===== config.mk =====
export PLATFORM = sky130hd
export DESIGN_NAME = csf_regs
export DESIGN_NICKNAME = d
export VERILOG_FILES = /design/src/csf_pkg.sv /design/src/csf_regs.sv
export SDC_FILE = /design/constraint.sdc
export NUM_CORES = 1
export LEC_CHECK = 0
export BUFFER_PORTS_ARGS = -buffer_cell sky130_fd_sc_hd__buf_2
export CORE_MARGIN = 5
export CORE_UTILIZATION = 32
export CTS_CLUSTER_DIAMETER = 40
export DETAILED_ROUTE_END_ITERATION = 10
export PLACE_DENSITY = 0.47
export SLEW_MARGIN = 20
export SYNTH_ARGS = -nofsm -noshare
export SYNTH_HDL_FRONTEND = slang
export SYNTH_SLANG_ARGS = --single-unit

===== constraint.sdc =====
create_clock -name clk_sys -period 6 [get_ports clk_sys]
set_clock_uncertainty 0.2 [all_clocks]
set_input_delay 0.3 -clock clk_sys [delete_from_list [all_inputs] [get_ports clk_sys]]
set_output_delay 0.3 -clock clk_sys [all_outputs]
set_load 0.005 [all_outputs]

===== src/csf_pkg.sv =====
package csf_pkg;
  // register offsets
  localparam logic [7:0] ADDR_STATUS_ONE = 8'h0b;
  localparam logic [7:0] ADDR_STATUS_TWO = 8'h0c;
  localparam logic [7:0] ADDR_FAULT = 8'h0d;
  localparam logic [7:0] ADDR_SHORT_CFG = 8'h10;
  // field positions
  localparam int BIT_OV = 7;
  localparam int BIT_VALID = 6;
  localparam int BIT_ILIM = 5;
  localparam int BIT_THERM = 4;
  localparam int BIT_DONE = 3;
  localparam int BIT_PEAK_STAT = 4;
  localparam int BIT_F_SHORT = 3;
  localparam int BIT_F_PEAK = 2;
  localparam int BIT_F_OT_LOW = 1;
  localparam int BIT_F_OT_HIGH = 0;
  localparam int POS_TIMEOUT = 5;
  localparam int POS_THRESH = 0;
  // reset values
  localparam logic [2:0] RST_TIMEOUT = 3'h4;
  localparam logic [2:0] RST_THRESH = 3'h4;
  localparam logic [3:0] RST_FAULT = 4'h0;
  localparam logic RST_PEAK_SD_DIS = 1'b1;
  // peak events in succession that count as a peak limit condition
  localparam logic [2:0] PEAK_RUN = 3'h4;
  // battery-short timeout table, seconds, codes 000..111
  localparam int SHORT_TO_SEC [8] = '{1, 2, 4, 10, 30, 60, 120, 180};
  localparam longint CLK_HZ = 200000000;
  // one-second tick count at the system clock rate
  localparam longint SEC_CYCLES = CLK_HZ * 1;
  // threshold table, millivolts
  localparam int SHORT_TH_MV [8] = '{2000, 2100, 2200, 2300, 2400, 2500, 2600, 2700};
  // charger state codes
  typedef enum logic [2:0] {
    CSF_CHG_OFF = 3'b000,
    CSF_CHG_TRICKLE = 3'b001,
    CSF_CHG_FAST_CC = 3'b010,
    CSF_CHG_FAST_CV = 3'b011,
    CSF_CHG_COMPLETE = 3'b100,
    CSF_CHG_SUSPEND = 3'b101,
    CSF_CHG_TIMEOUT = 3'b110,
    CSF_CHG_DETECT = 3'b111
  } csf_chg_state_t;
endpackage


===== src/csf_regs.sv =====
// Function
// RL1 - status one bit 7 shows input overvoltage, bit 6 input valid
// RL2 - bit 5 shows input current limited by blocking switch
// RL3 - bit 4 shows charge current reduced by die temperature
// RL4 - bit 3 latches charge done, survives recharge threshold crossing
// RL5 - charger code 000 off through 100 complete
// RL6 - charger code 101 suspend, 110 timer expired, 111 detection
// RL7 - status two bits 7:5 carry thermistor state code
// RL8 - bit 4 set after four or more successive peak events
// RL9 - status two bits 2:0 carry battery state code
// RL10 - fault bit 3 set on battery short; bits 7:4 unused
// RL11 - fault bit 2 set on inductor peak fault
// RL12 - fault bit 1 at 130 degrees, bit 0 at 140 degrees
// RL13 - fault bits clear only by writing one or supply cycling
// RL14 - config bits 7:5 choose short timeout, reset code 100
// RL15 - config bits 2:0 choose short threshold, reset code 100
// RL16 - with shutdown disable high, peak events only flag status
// RL17 - each charger code change raises enabled mode interrupt flag
// RL18 - battery short fault after sense below threshold past timeout
// RL19 - unused bits read zero, writes to read-only registers ignored
module csf_regs (
  input wire logic clk_sys,
  input wire logic rst,
  input wire logic clk_en,
  input wire logic input_overvoltage_pin,
  input wire logic input_valid_pin,
  input wire logic input_current_limited_pin,
  input wire logic die_thermal_limit_pin,
  input wire logic charge_cycle_end_pin,
  input wire logic [2:0] charger_state_code,
  input wire logic [2:0] thermistor_state_code,
  input wire logic [2:0] battery_state_code,
  input wire logic inductor_peak_event,
  input wire logic overtemp_low_pin,
  input wire logic overtemp_high_pin,
  input wire logic [11:0] battery_sense_mv,
  input wire logic charging,
  input wire logic peak_shutdown_disable,
  input wire logic charger_mode_irq_enable,
  input wire logic reg_wr,
  input wire logic reg_rd,
  input wire logic [7:0] reg_addr,
  input wire logic [7:0] reg_wdata,
  output logic [7:0] reg_rdata,
  output logic peak_shutdown,
  output logic charger_mode_irq
);

  ////////////////////////////////////////////////////////////////////////////
  // pin synchronisers: analog comparators are asynchronous to clk_sys
  logic [7:0] sync1_q, sync1_d, sync2_q, sync2_d;
  logic ov_s, valid_s, ilim_s, therm_s, done_s, peak_s, otl_s, oth_s;

  always_comb begin
    sync1_d = {input_overvoltage_pin, input_valid_pin, input_current_limited_pin, die_thermal_limit_pin,
               charge_cycle_end_pin, inductor_peak_event, overtemp_low_pin, overtemp_high_pin};
    sync2_d = sync1_q;
  end

  always_ff @(posedge clk_sys) begin
    if (rst) begin
      sync1_q <= 8'h00;
      sync2_q <= 8'h00;
    end else if (clk_en) begin
      sync1_q <= sync1_d;
      sync2_q <= sync2_d;
    end
  end

  assign {ov_s, valid_s, ilim_s, therm_s, done_s, peak_s, otl_s, oth_s} = sync2_q;

  ////////////////////////////////////////////////////////////////////////////
  // status state, fault flags, configuration
  logic done_q, done_d;
  logic peak_prev_q, peak_prev_d;
  logic [2:0] peak_run_q, peak_run_d;
  logic peak_stat_q, peak_stat_d;
  logic [3:0] fault_q, fault_d;
  logic [2:0] timeout_sel_q, timeout_sel_d;
  logic [2:0] thresh_sel_q, thresh_sel_d;
  logic [2:0] chg_prev_q, chg_prev_d;
  logic irq_q, irq_d;
  logic shut_q, shut_d;
  logic [7:0] sec_cnt_q, sec_cnt_d;
  logic [31:0] tick_cnt_q, tick_cnt_d;
  logic [7:0] rdata_q, rdata_d;
  logic peak_rise, short_low, short_hit, sec_tick;
  logic [3:0] fault_set, fault_clr;
  logic wr_fault, wr_cfg, rd_status_one;
  logic [7:0] status_one_word, status_two_word, fault_word, cfg_word;

  function automatic logic [11:0] thresh_mv(input logic [2:0] sel);
    thresh_mv = 12'(csf_pkg::SHORT_TH_MV[sel]);
  endfunction

  function automatic logic [7:0] timeout_sec(input logic [2:0] sel);
    timeout_sec = 8'(csf_pkg::SHORT_TO_SEC[sel]);
  endfunction

  // address match, shared by the write, clear and read decoders
  function automatic logic addr_is(input logic [7:0] addr, input logic [7:0] target);
    addr_is = (addr == target);
  endfunction

  ////////////////////////////////////////////////////////////////////////////
  // register bus decode; strobes are one cycle wide
  assign wr_fault = reg_wr && addr_is(reg_addr, csf_pkg::ADDR_FAULT);
  assign wr_cfg = reg_wr && addr_is(reg_addr, csf_pkg::ADDR_SHORT_CFG);
  assign rd_status_one = reg_rd && addr_is(reg_addr, csf_pkg::ADDR_STATUS_ONE);

  ////////////////////////////////////////////////////////////////////////////
  // peak event counting
  always_comb begin
    peak_rise = peak_s & ~peak_prev_q;
    peak_prev_d = peak_s;
    // RL8 successive peak count
    peak_run_d = peak_run_q;
    if (peak_rise && peak_run_q != csf_pkg::PEAK_RUN) begin
      peak_run_d = peak_run_q + 3'h1;
    end
    // a cleared peak fault restarts the run; events count however far apart they are
    if (fault_clr[csf_pkg::BIT_F_PEAK]) begin
      peak_run_d = 3'h0;
    end
    peak_stat_d = (peak_run_d == csf_pkg::PEAK_RUN);
  end

  ////////////////////////////////////////////////////////////////////////////
  // shutdown latch
  always_comb begin
    // RL16 shutdown only when not disabled; sticky until the supply cycles
    shut_d = shut_q | (peak_stat_d & ~peak_shutdown_disable);
  end

  ////////////////////////////////////////////////////////////////////////////
  // charge done latch
  always_comb begin
    // RL4 sticky done latch; no bus clear, only a supply cycle
    done_d = done_q | done_s;
  end

  ////////////////////////////////////////////////////////////////////////////
  // battery short timer
  always_comb begin
    // RL18 battery short timer, one-second ticks
    // ticks are counted from the first low cycle, so the fault lands one clock after the timeout
    short_low = charging && (battery_sense_mv < thresh_mv(thresh_sel_q));
    sec_tick = (tick_cnt_q == 32'(csf_pkg::SEC_CYCLES - 1));
    tick_cnt_d = (!short_low || sec_tick) ? 32'h0 : tick_cnt_q + 32'h1;
    sec_cnt_d = sec_cnt_q;
    if (!short_low) begin
      sec_cnt_d = 8'h00;
    end else if (sec_tick && sec_cnt_q != 8'hff) begin
      sec_cnt_d = sec_cnt_q + 8'h01;
    end
    short_hit = short_low && (sec_cnt_q >= timeout_sec(timeout_sel_q));
  end

  ////////////////////////////////////////////////////////////////////////////
  // fault flags
  always_comb begin
    // RL10 RL11 RL12 fault set sources
    fault_set = 4'h0;
    fault_set[csf_pkg::BIT_F_SHORT] = short_hit;
    fault_set[csf_pkg::BIT_F_PEAK] = peak_stat_d & ~peak_stat_q;
    fault_set[csf_pkg::BIT_F_OT_LOW] = otl_s;
    fault_set[csf_pkg::BIT_F_OT_HIGH] = oth_s;
    // RL13 write one clears, set wins
    // set wins so a short or overtemp event in the clearing cycle is never lost
    fault_clr = wr_fault ? reg_wdata[3:0] : 4'h0;
    fault_d = (fault_q & ~fault_clr) | fault_set;
  end

  ////////////////////////////////////////////////////////////////////////////
  // short detection configuration
  always_comb begin
    // RL14 RL15 config writes; unused bits 4:3 not stored
    timeout_sel_d = timeout_sel_q;
    thresh_sel_d = thresh_sel_q;
    if (wr_cfg) begin
      timeout_sel_d = reg_wdata[csf_pkg::POS_TIMEOUT +: 3];
      thresh_sel_d = reg_wdata[csf_pkg::POS_THRESH +: 3];
    end
  end

  ////////////////////////////////////////////////////////////////////////////
  // charger mode change flag
  always_comb begin
    // RL17 mode change interrupt, held until a status one read
    chg_prev_d = charger_state_code;
    irq_d = irq_q;
    if (rd_status_one) begin
      irq_d = 1'b0;
    end
    // a change in the reading cycle wins, so the host cannot miss it
    if (charger_state_code != chg_prev_q) begin
      irq_d = 1'b1;
    end
  end

  ////////////////////////////////////////////////////////////////////////////
  // register words as the host sees them
  always_comb begin
    status_one_word = 8'h00;
    // RL1 RL2 RL3 live flags
    status_one_word[csf_pkg::BIT_OV] = ov_s;
    status_one_word[csf_pkg::BIT_VALID] = valid_s;
    status_one_word[csf_pkg::BIT_ILIM] = ilim_s;
    status_one_word[csf_pkg::BIT_THERM] = therm_s;
    status_one_word[csf_pkg::BIT_DONE] = done_q;
    // RL5 RL6 charger code
    status_one_word[2:0] = charger_state_code;
    status_two_word = 8'h00;
    // RL7 RL9 coded states
    status_two_word[7:5] = thermistor_state_code;
    status_two_word[csf_pkg::BIT_PEAK_STAT] = peak_stat_q;
    status_two_word[2:0] = battery_state_code;
    fault_word = 8'h00;
    fault_word[3:0] = fault_q;
    cfg_word = 8'h00;
    cfg_word[csf_pkg::POS_TIMEOUT +: 3] = timeout_sel_q;
    cfg_word[csf_pkg::POS_THRESH +: 3] = thresh_sel_q;
  end

  ////////////////////////////////////////////////////////////////////////////
  // read data
  always_comb begin
    // RL19 read mux; unused bits and unmapped addresses read zero
    // registered every cycle, so the host never sees a half-settled byte
    rdata_d = 8'h00;
    case (reg_addr)
      csf_pkg::ADDR_STATUS_ONE: begin
        rdata_d = status_one_word;
      end
      csf_pkg::ADDR_STATUS_TWO: begin
        rdata_d = status_two_word;
      end
      csf_pkg::ADDR_FAULT: begin
        rdata_d = fault_word;
      end
      csf_pkg::ADDR_SHORT_CFG: begin
        rdata_d = cfg_word;
      end
      default: begin
        rdata_d = 8'h00;
      end
    endcase
  end

  ////////////////////////////////////////////////////////////////////////////
  // registers; reset models a supply power cycle
  // peak counting
  always_ff @(posedge clk_sys) begin
    if (rst) begin
      peak_prev_q <= 1'b0;
      peak_run_q <= 3'h0;
      peak_stat_q <= 1'b0;
    end else if (clk_en) begin
      peak_prev_q <= peak_prev_d;
      peak_run_q <= peak_run_d;
      peak_stat_q <= peak_stat_d;
    end
  end

  // shutdown
  always_ff @(posedge clk_sys) begin
    if (rst) begin
      shut_q <= 1'b0;
    end else if (clk_en) begin
      shut_q <= shut_d;
    end
  end

  // charge done
  always_ff @(posedge clk_sys) begin
    if (rst) begin
      done_q <= 1'b0;
    end else if (clk_en) begin
      done_q <= done_d;
    end
  end

  // short timer
  always_ff @(posedge clk_sys) begin
    if (rst) begin
      sec_cnt_q <= 8'h00;
      tick_cnt_q <= 32'h0;
    end else if (clk_en) begin
      sec_cnt_q <= sec_cnt_d;
      tick_cnt_q <= tick_cnt_d;
    end
  end

  // fault flags
  always_ff @(posedge clk_sys) begin
    if (rst) begin
      fault_q <= csf_pkg::RST_FAULT;
    end else if (clk_en) begin
      fault_q <= fault_d;
    end
  end

  // configuration
  always_ff @(posedge clk_sys) begin
    if (rst) begin
      timeout_sel_q <= csf_pkg::RST_TIMEOUT;
      thresh_sel_q <= csf_pkg::RST_THRESH;
    end else if (clk_en) begin
      timeout_sel_q <= timeout_sel_d;
      thresh_sel_q <= thresh_sel_d;
    end
  end

  // mode change flag
  always_ff @(posedge clk_sys) begin
    if (rst) begin
      chg_prev_q <= 3'h0;
      irq_q <= 1'b0;
    end else if (clk_en) begin
      chg_prev_q <= chg_prev_d;
      irq_q <= irq_d;
    end
  end

  // read data
  always_ff @(posedge clk_sys) begin
    if (rst) begin
      rdata_q <= 8'h00;
    end else if (clk_en) begin
      rdata_q <= rdata_d;
    end
  end

  assign reg_rdata = rdata_q;
  assign peak_shutdown = shut_q;
  assign charger_mode_irq = irq_q & charger_mode_irq_enable;

endmodule

==> results.md <==
* Status: complete, no violations
* Slowest stage cell, crit path: dfxtp_1
* Hold Path Origin: input_current_limited_pin
* Worst VDD drop at 0.000121 V
* R2r endpoint: sec_cnt_q[5]$_SDFFE_PP0P_
* Final Power at 1.20 mW
* Worst endpoint required time at 6.06 ns
* Clk root buf: clkbuf_16
* Slowest stage delay, CP at 0.45 ns
* Initial antenna violation count at 1
* Die Area at 16000 sq um
* Crit Path Max Fanout at 15
* Hpwl dp at 7400 um
* Synthesized instance count at 499
* # IOs at 63
* Psw at 261 uW
* Combinational fraction of design power at 0.067
* Period utilization at 0.523
* Number of remaining DRC errors at 0
* Distinct cells, synth at 51
* Setup bufs post-CTS at 0
* First-pass GRT wire length at 17500 um
* Clock Latency Late Sink at 0.33 ns
* Placer Congestion at 0.821
* Synth Warn # at 0
* Leakage at 2.02 nW
* CTS Sinks at 85
* WHS at 0.0156 ns
* Worst slew margin at 0.364
* Most frequent cell after synthesis: nor2_1
* Ys flop type: dfxtp_1
* Syn Nets at 575
* First drt pass iteration count at 4
* Clock slew at reported path FFs at 0.06 ns
* Setup TNS at 0 ns
* CP Class: reg2reg
* NumNets Final at 626
* Synth Cell Area at 4340 sq um
* All-Layer GR Usage at 0.133
* Reg-to-reg setup timing slack at 2.86 ns
* Type of the most critical hold path: in2reg
* Final antenna diode count at 0
* Worst setup SP type: flop
* Seq cells post-synth at 85
* Ys async rst share at 0
* Die H at 126 um
* Row count at 42
* Setup Viol. Count Final at 0
* Final min period at 3.14 ns
* Seq pwr share at 0.485
* WL per Instance at 14.2 um
* Post-route ant nets at 0
* Initial core utilization at 0.327
* Cell taking the most area after synthesis: dfxtp_1
* P_int at 941 uW
* Worst Hold End: sync1_q[5]$_SDFFE_PP0P_
* CTS tree: built
* Avg Inst Size Synth at 8.69 sq um
* Crit-path cells: inv_1 > ha_1 > mux2_2 > ha_1 > a41o_1 > nand2_1 > o221ai_1 > a41oi_1 > buf_4 > or4b_1 > a21oi_1
* CP Capture Type: flop
* PwrDens at 236 nW/um^2
* DR vias/cell at 4.97
* Seq/Total Area, Yosys at 0.392
* Largest net degree at the start of global routing at 53
* Layout cell share with drive strength beyond 1 at 0.146
* Number of synthesized flops with an enable pin at 0
* Clk buf depth at 2
* Clock share of power at 0.448
* Number of global-route vias before repair at 3432
* RSZ-0062 raised after global routing: false
* Switching share of power at 0.217
* H-tree depth at 3
* FF-to-FF Start: thresh_sel_q[0]$_SDFFE_PP0P_
* Max Clk Rate at 0.319 GHz
* WP data arrival at 3.19 ns
* Post-synth top cells: nor2_1, dfxtp_1, nand2_1, mux2i_1
* GRT overflow at 0
* Final Hold Violating Endpoints at 0
* R2R cell count at 11
* Num CTS Buffers at 9
* Vias at 3622
* Synth area leaders: dfxtp_1, nor2_1, ha_1
* Core ar. at 13200 sq um
* PortBufs at 59
* Fillers at 1423
* Max Slew Vio Count at 0
* Die width at 126 um
* Worst slew pin tran at 0.954 ns
* Number of DRC markers in iteration 0 at 185
* P&R area growth vs syn at 17.7%
* CP dominant cell by count: ha_1
* Drt total wl at 10300 um
* Hold path depth at 3
* Max-Cap Viols at 0
* Top cell type's share of synthesized area at 0.392
worst max-delay path: cells and delay by family, from the launching register on:
family / cells / cell delay (ns)
buf+inv: 2 / 0.32
simple gates: 2 / 0.51
compound gates: 4 / 0.72
fa+ha+maj: 2 / 0.58
mux: 1 / 0.27
flops: 1 / 0.45
registers in the layout (all words and copies together), names as in the netlist, 4 cells and up:
signal	flops
tick_cnt_q	32
sec_cnt_q	8
reg_rdata	8
sync1_q	8
sync2_q	8
fault_q	4
metal layers:
| layer | wire length [um] | up-vias | share of wire | track usage |
|---|---|---|---|---|
| met3 | 397 | 6 | 0.038 | 0.0319 |
| met4 | 77 | 2 | 0.0074 | 0.0473 |
| met1 | 5280 | 1678 | 0.51 | 0.193 |
| met2 | 4580 | 57 | 0.44 | 0.192 |
| li1 | - | 1879 | - | - |
| met5 | 7 | - | 0.00068 | 0 |
cell families (layout without fill, tap and decap cells):
family / count (synthesis) / in the layout / synth area share
AOI/OAI and AO/OA: 65 / 65 / 0.102
xor gates and xnor gates: 36 / 36 / 0.0727
adders and majority gates: 23 / 23 / 0.0664
buffers and inverters: 36 / 90 / 0.0312
DFF: 85 / 85 / 0.392
muxes: 30 / 30 / 0.0698
and+or+nand+nor: 224 / 224 / 0.265
cells in the final DEF (no fill, tap or decap), types with 10 or more instances in the layout:
| cell | netlist | layout |
|---|---|---|
| nand2_1 | 36 | 36 |
| buf_2 | 0 | 59 |
| nand4_1 | 14 | 14 |
| nor2_1 | 90 | 90 |
| mux2i_1 | 28 | 28 |
| nand3_1 | 17 | 17 |
| ha_1 | 23 | 23 |
| a21oi_1 | 19 | 19 |
| and3_1 | 10 | 10 |
| dfxtp_1 | 85 | 85 |
| xnor2_1 | 14 | 14 |
| xor2_1 | 22 | 22 |
through the flow:
stage	instances	area (sq um)	worst slack (ns)	util
floorplan	499	4340	2.99	-
finish	729	5100	2.86	0.385
global route	729	5100	2.60	0.385
CTS	729	5100	2.83	0.385
global placement	711	4780	2.91	0.361
detailed placement	711	4780	2.85	0.361
area by class of cell:
type | count | area, sq um | area share
multi-input combinational | 378 | 2500 | 0.490
sequential | 85 | 1700 | 0.334
timing repair buffer | 67 | 365 | 0.0716
clock buffer | 12 | 246 | 0.0483
tap | 176 | 220 | 0.0432
clock inverter | 2 | 35.0 | 0.00687
inverter | 9 | 33.8 | 0.00662
worst max-delay path by stage:
stage | start | endpoint | depth (start not counted)
after floorplan | thresh_sel_q[0]$_SDFFE_PP0P_ | tick_cnt_q[0]$_SDFFE_PP0P_ | 12
after global placement | thresh_sel_q[0]$_SDFFE_PP0P_ | sec_cnt_q[4]$_SDFFE_PP0P_ | 11
after detailed placement | thresh_sel_q[0]$_SDFFE_PP0P_ | sec_cnt_q[4]$_SDFFE_PP0P_ | 11
after CTS | thresh_sel_q[0]$_SDFFE_PP0P_ | sec_cnt_q[4]$_SDFFE_PP0P_ | 11
after global routing | thresh_sel_q[0]$_SDFFE_PP0P_ | sec_cnt_q[6]$_SDFFE_PP0P_ | 11
final | thresh_sel_q[0]$_SDFFE_PP0P_ | sec_cnt_q[5]$_SDFFE_PP0P_ | 11
power groups by stage:
stage | Clock [mW] | Sequential [mW] | Combinational [mW]
after global placement | 0 | 0.595 | 0.0783
after CTS | 0.563 | 0.583 | 0.0820
after floorplan | 0 | 0.593 | 0.0459
final | 0.538 | 0.583 | 0.0801
after global routing | 0.585 | 0.584 | 0.0912
after detailed placement | 0 | 0.595 | 0.0798
what timing repair did:
item                                    in CTS  in global routing
hold endpoints to repair                     4                  0
endpoints found under the setup margin       0                  0
gates resized for setup                      0                  0
hold buffers                                 4                  0
Note: power is estimated with default switching activity, not from simulation.
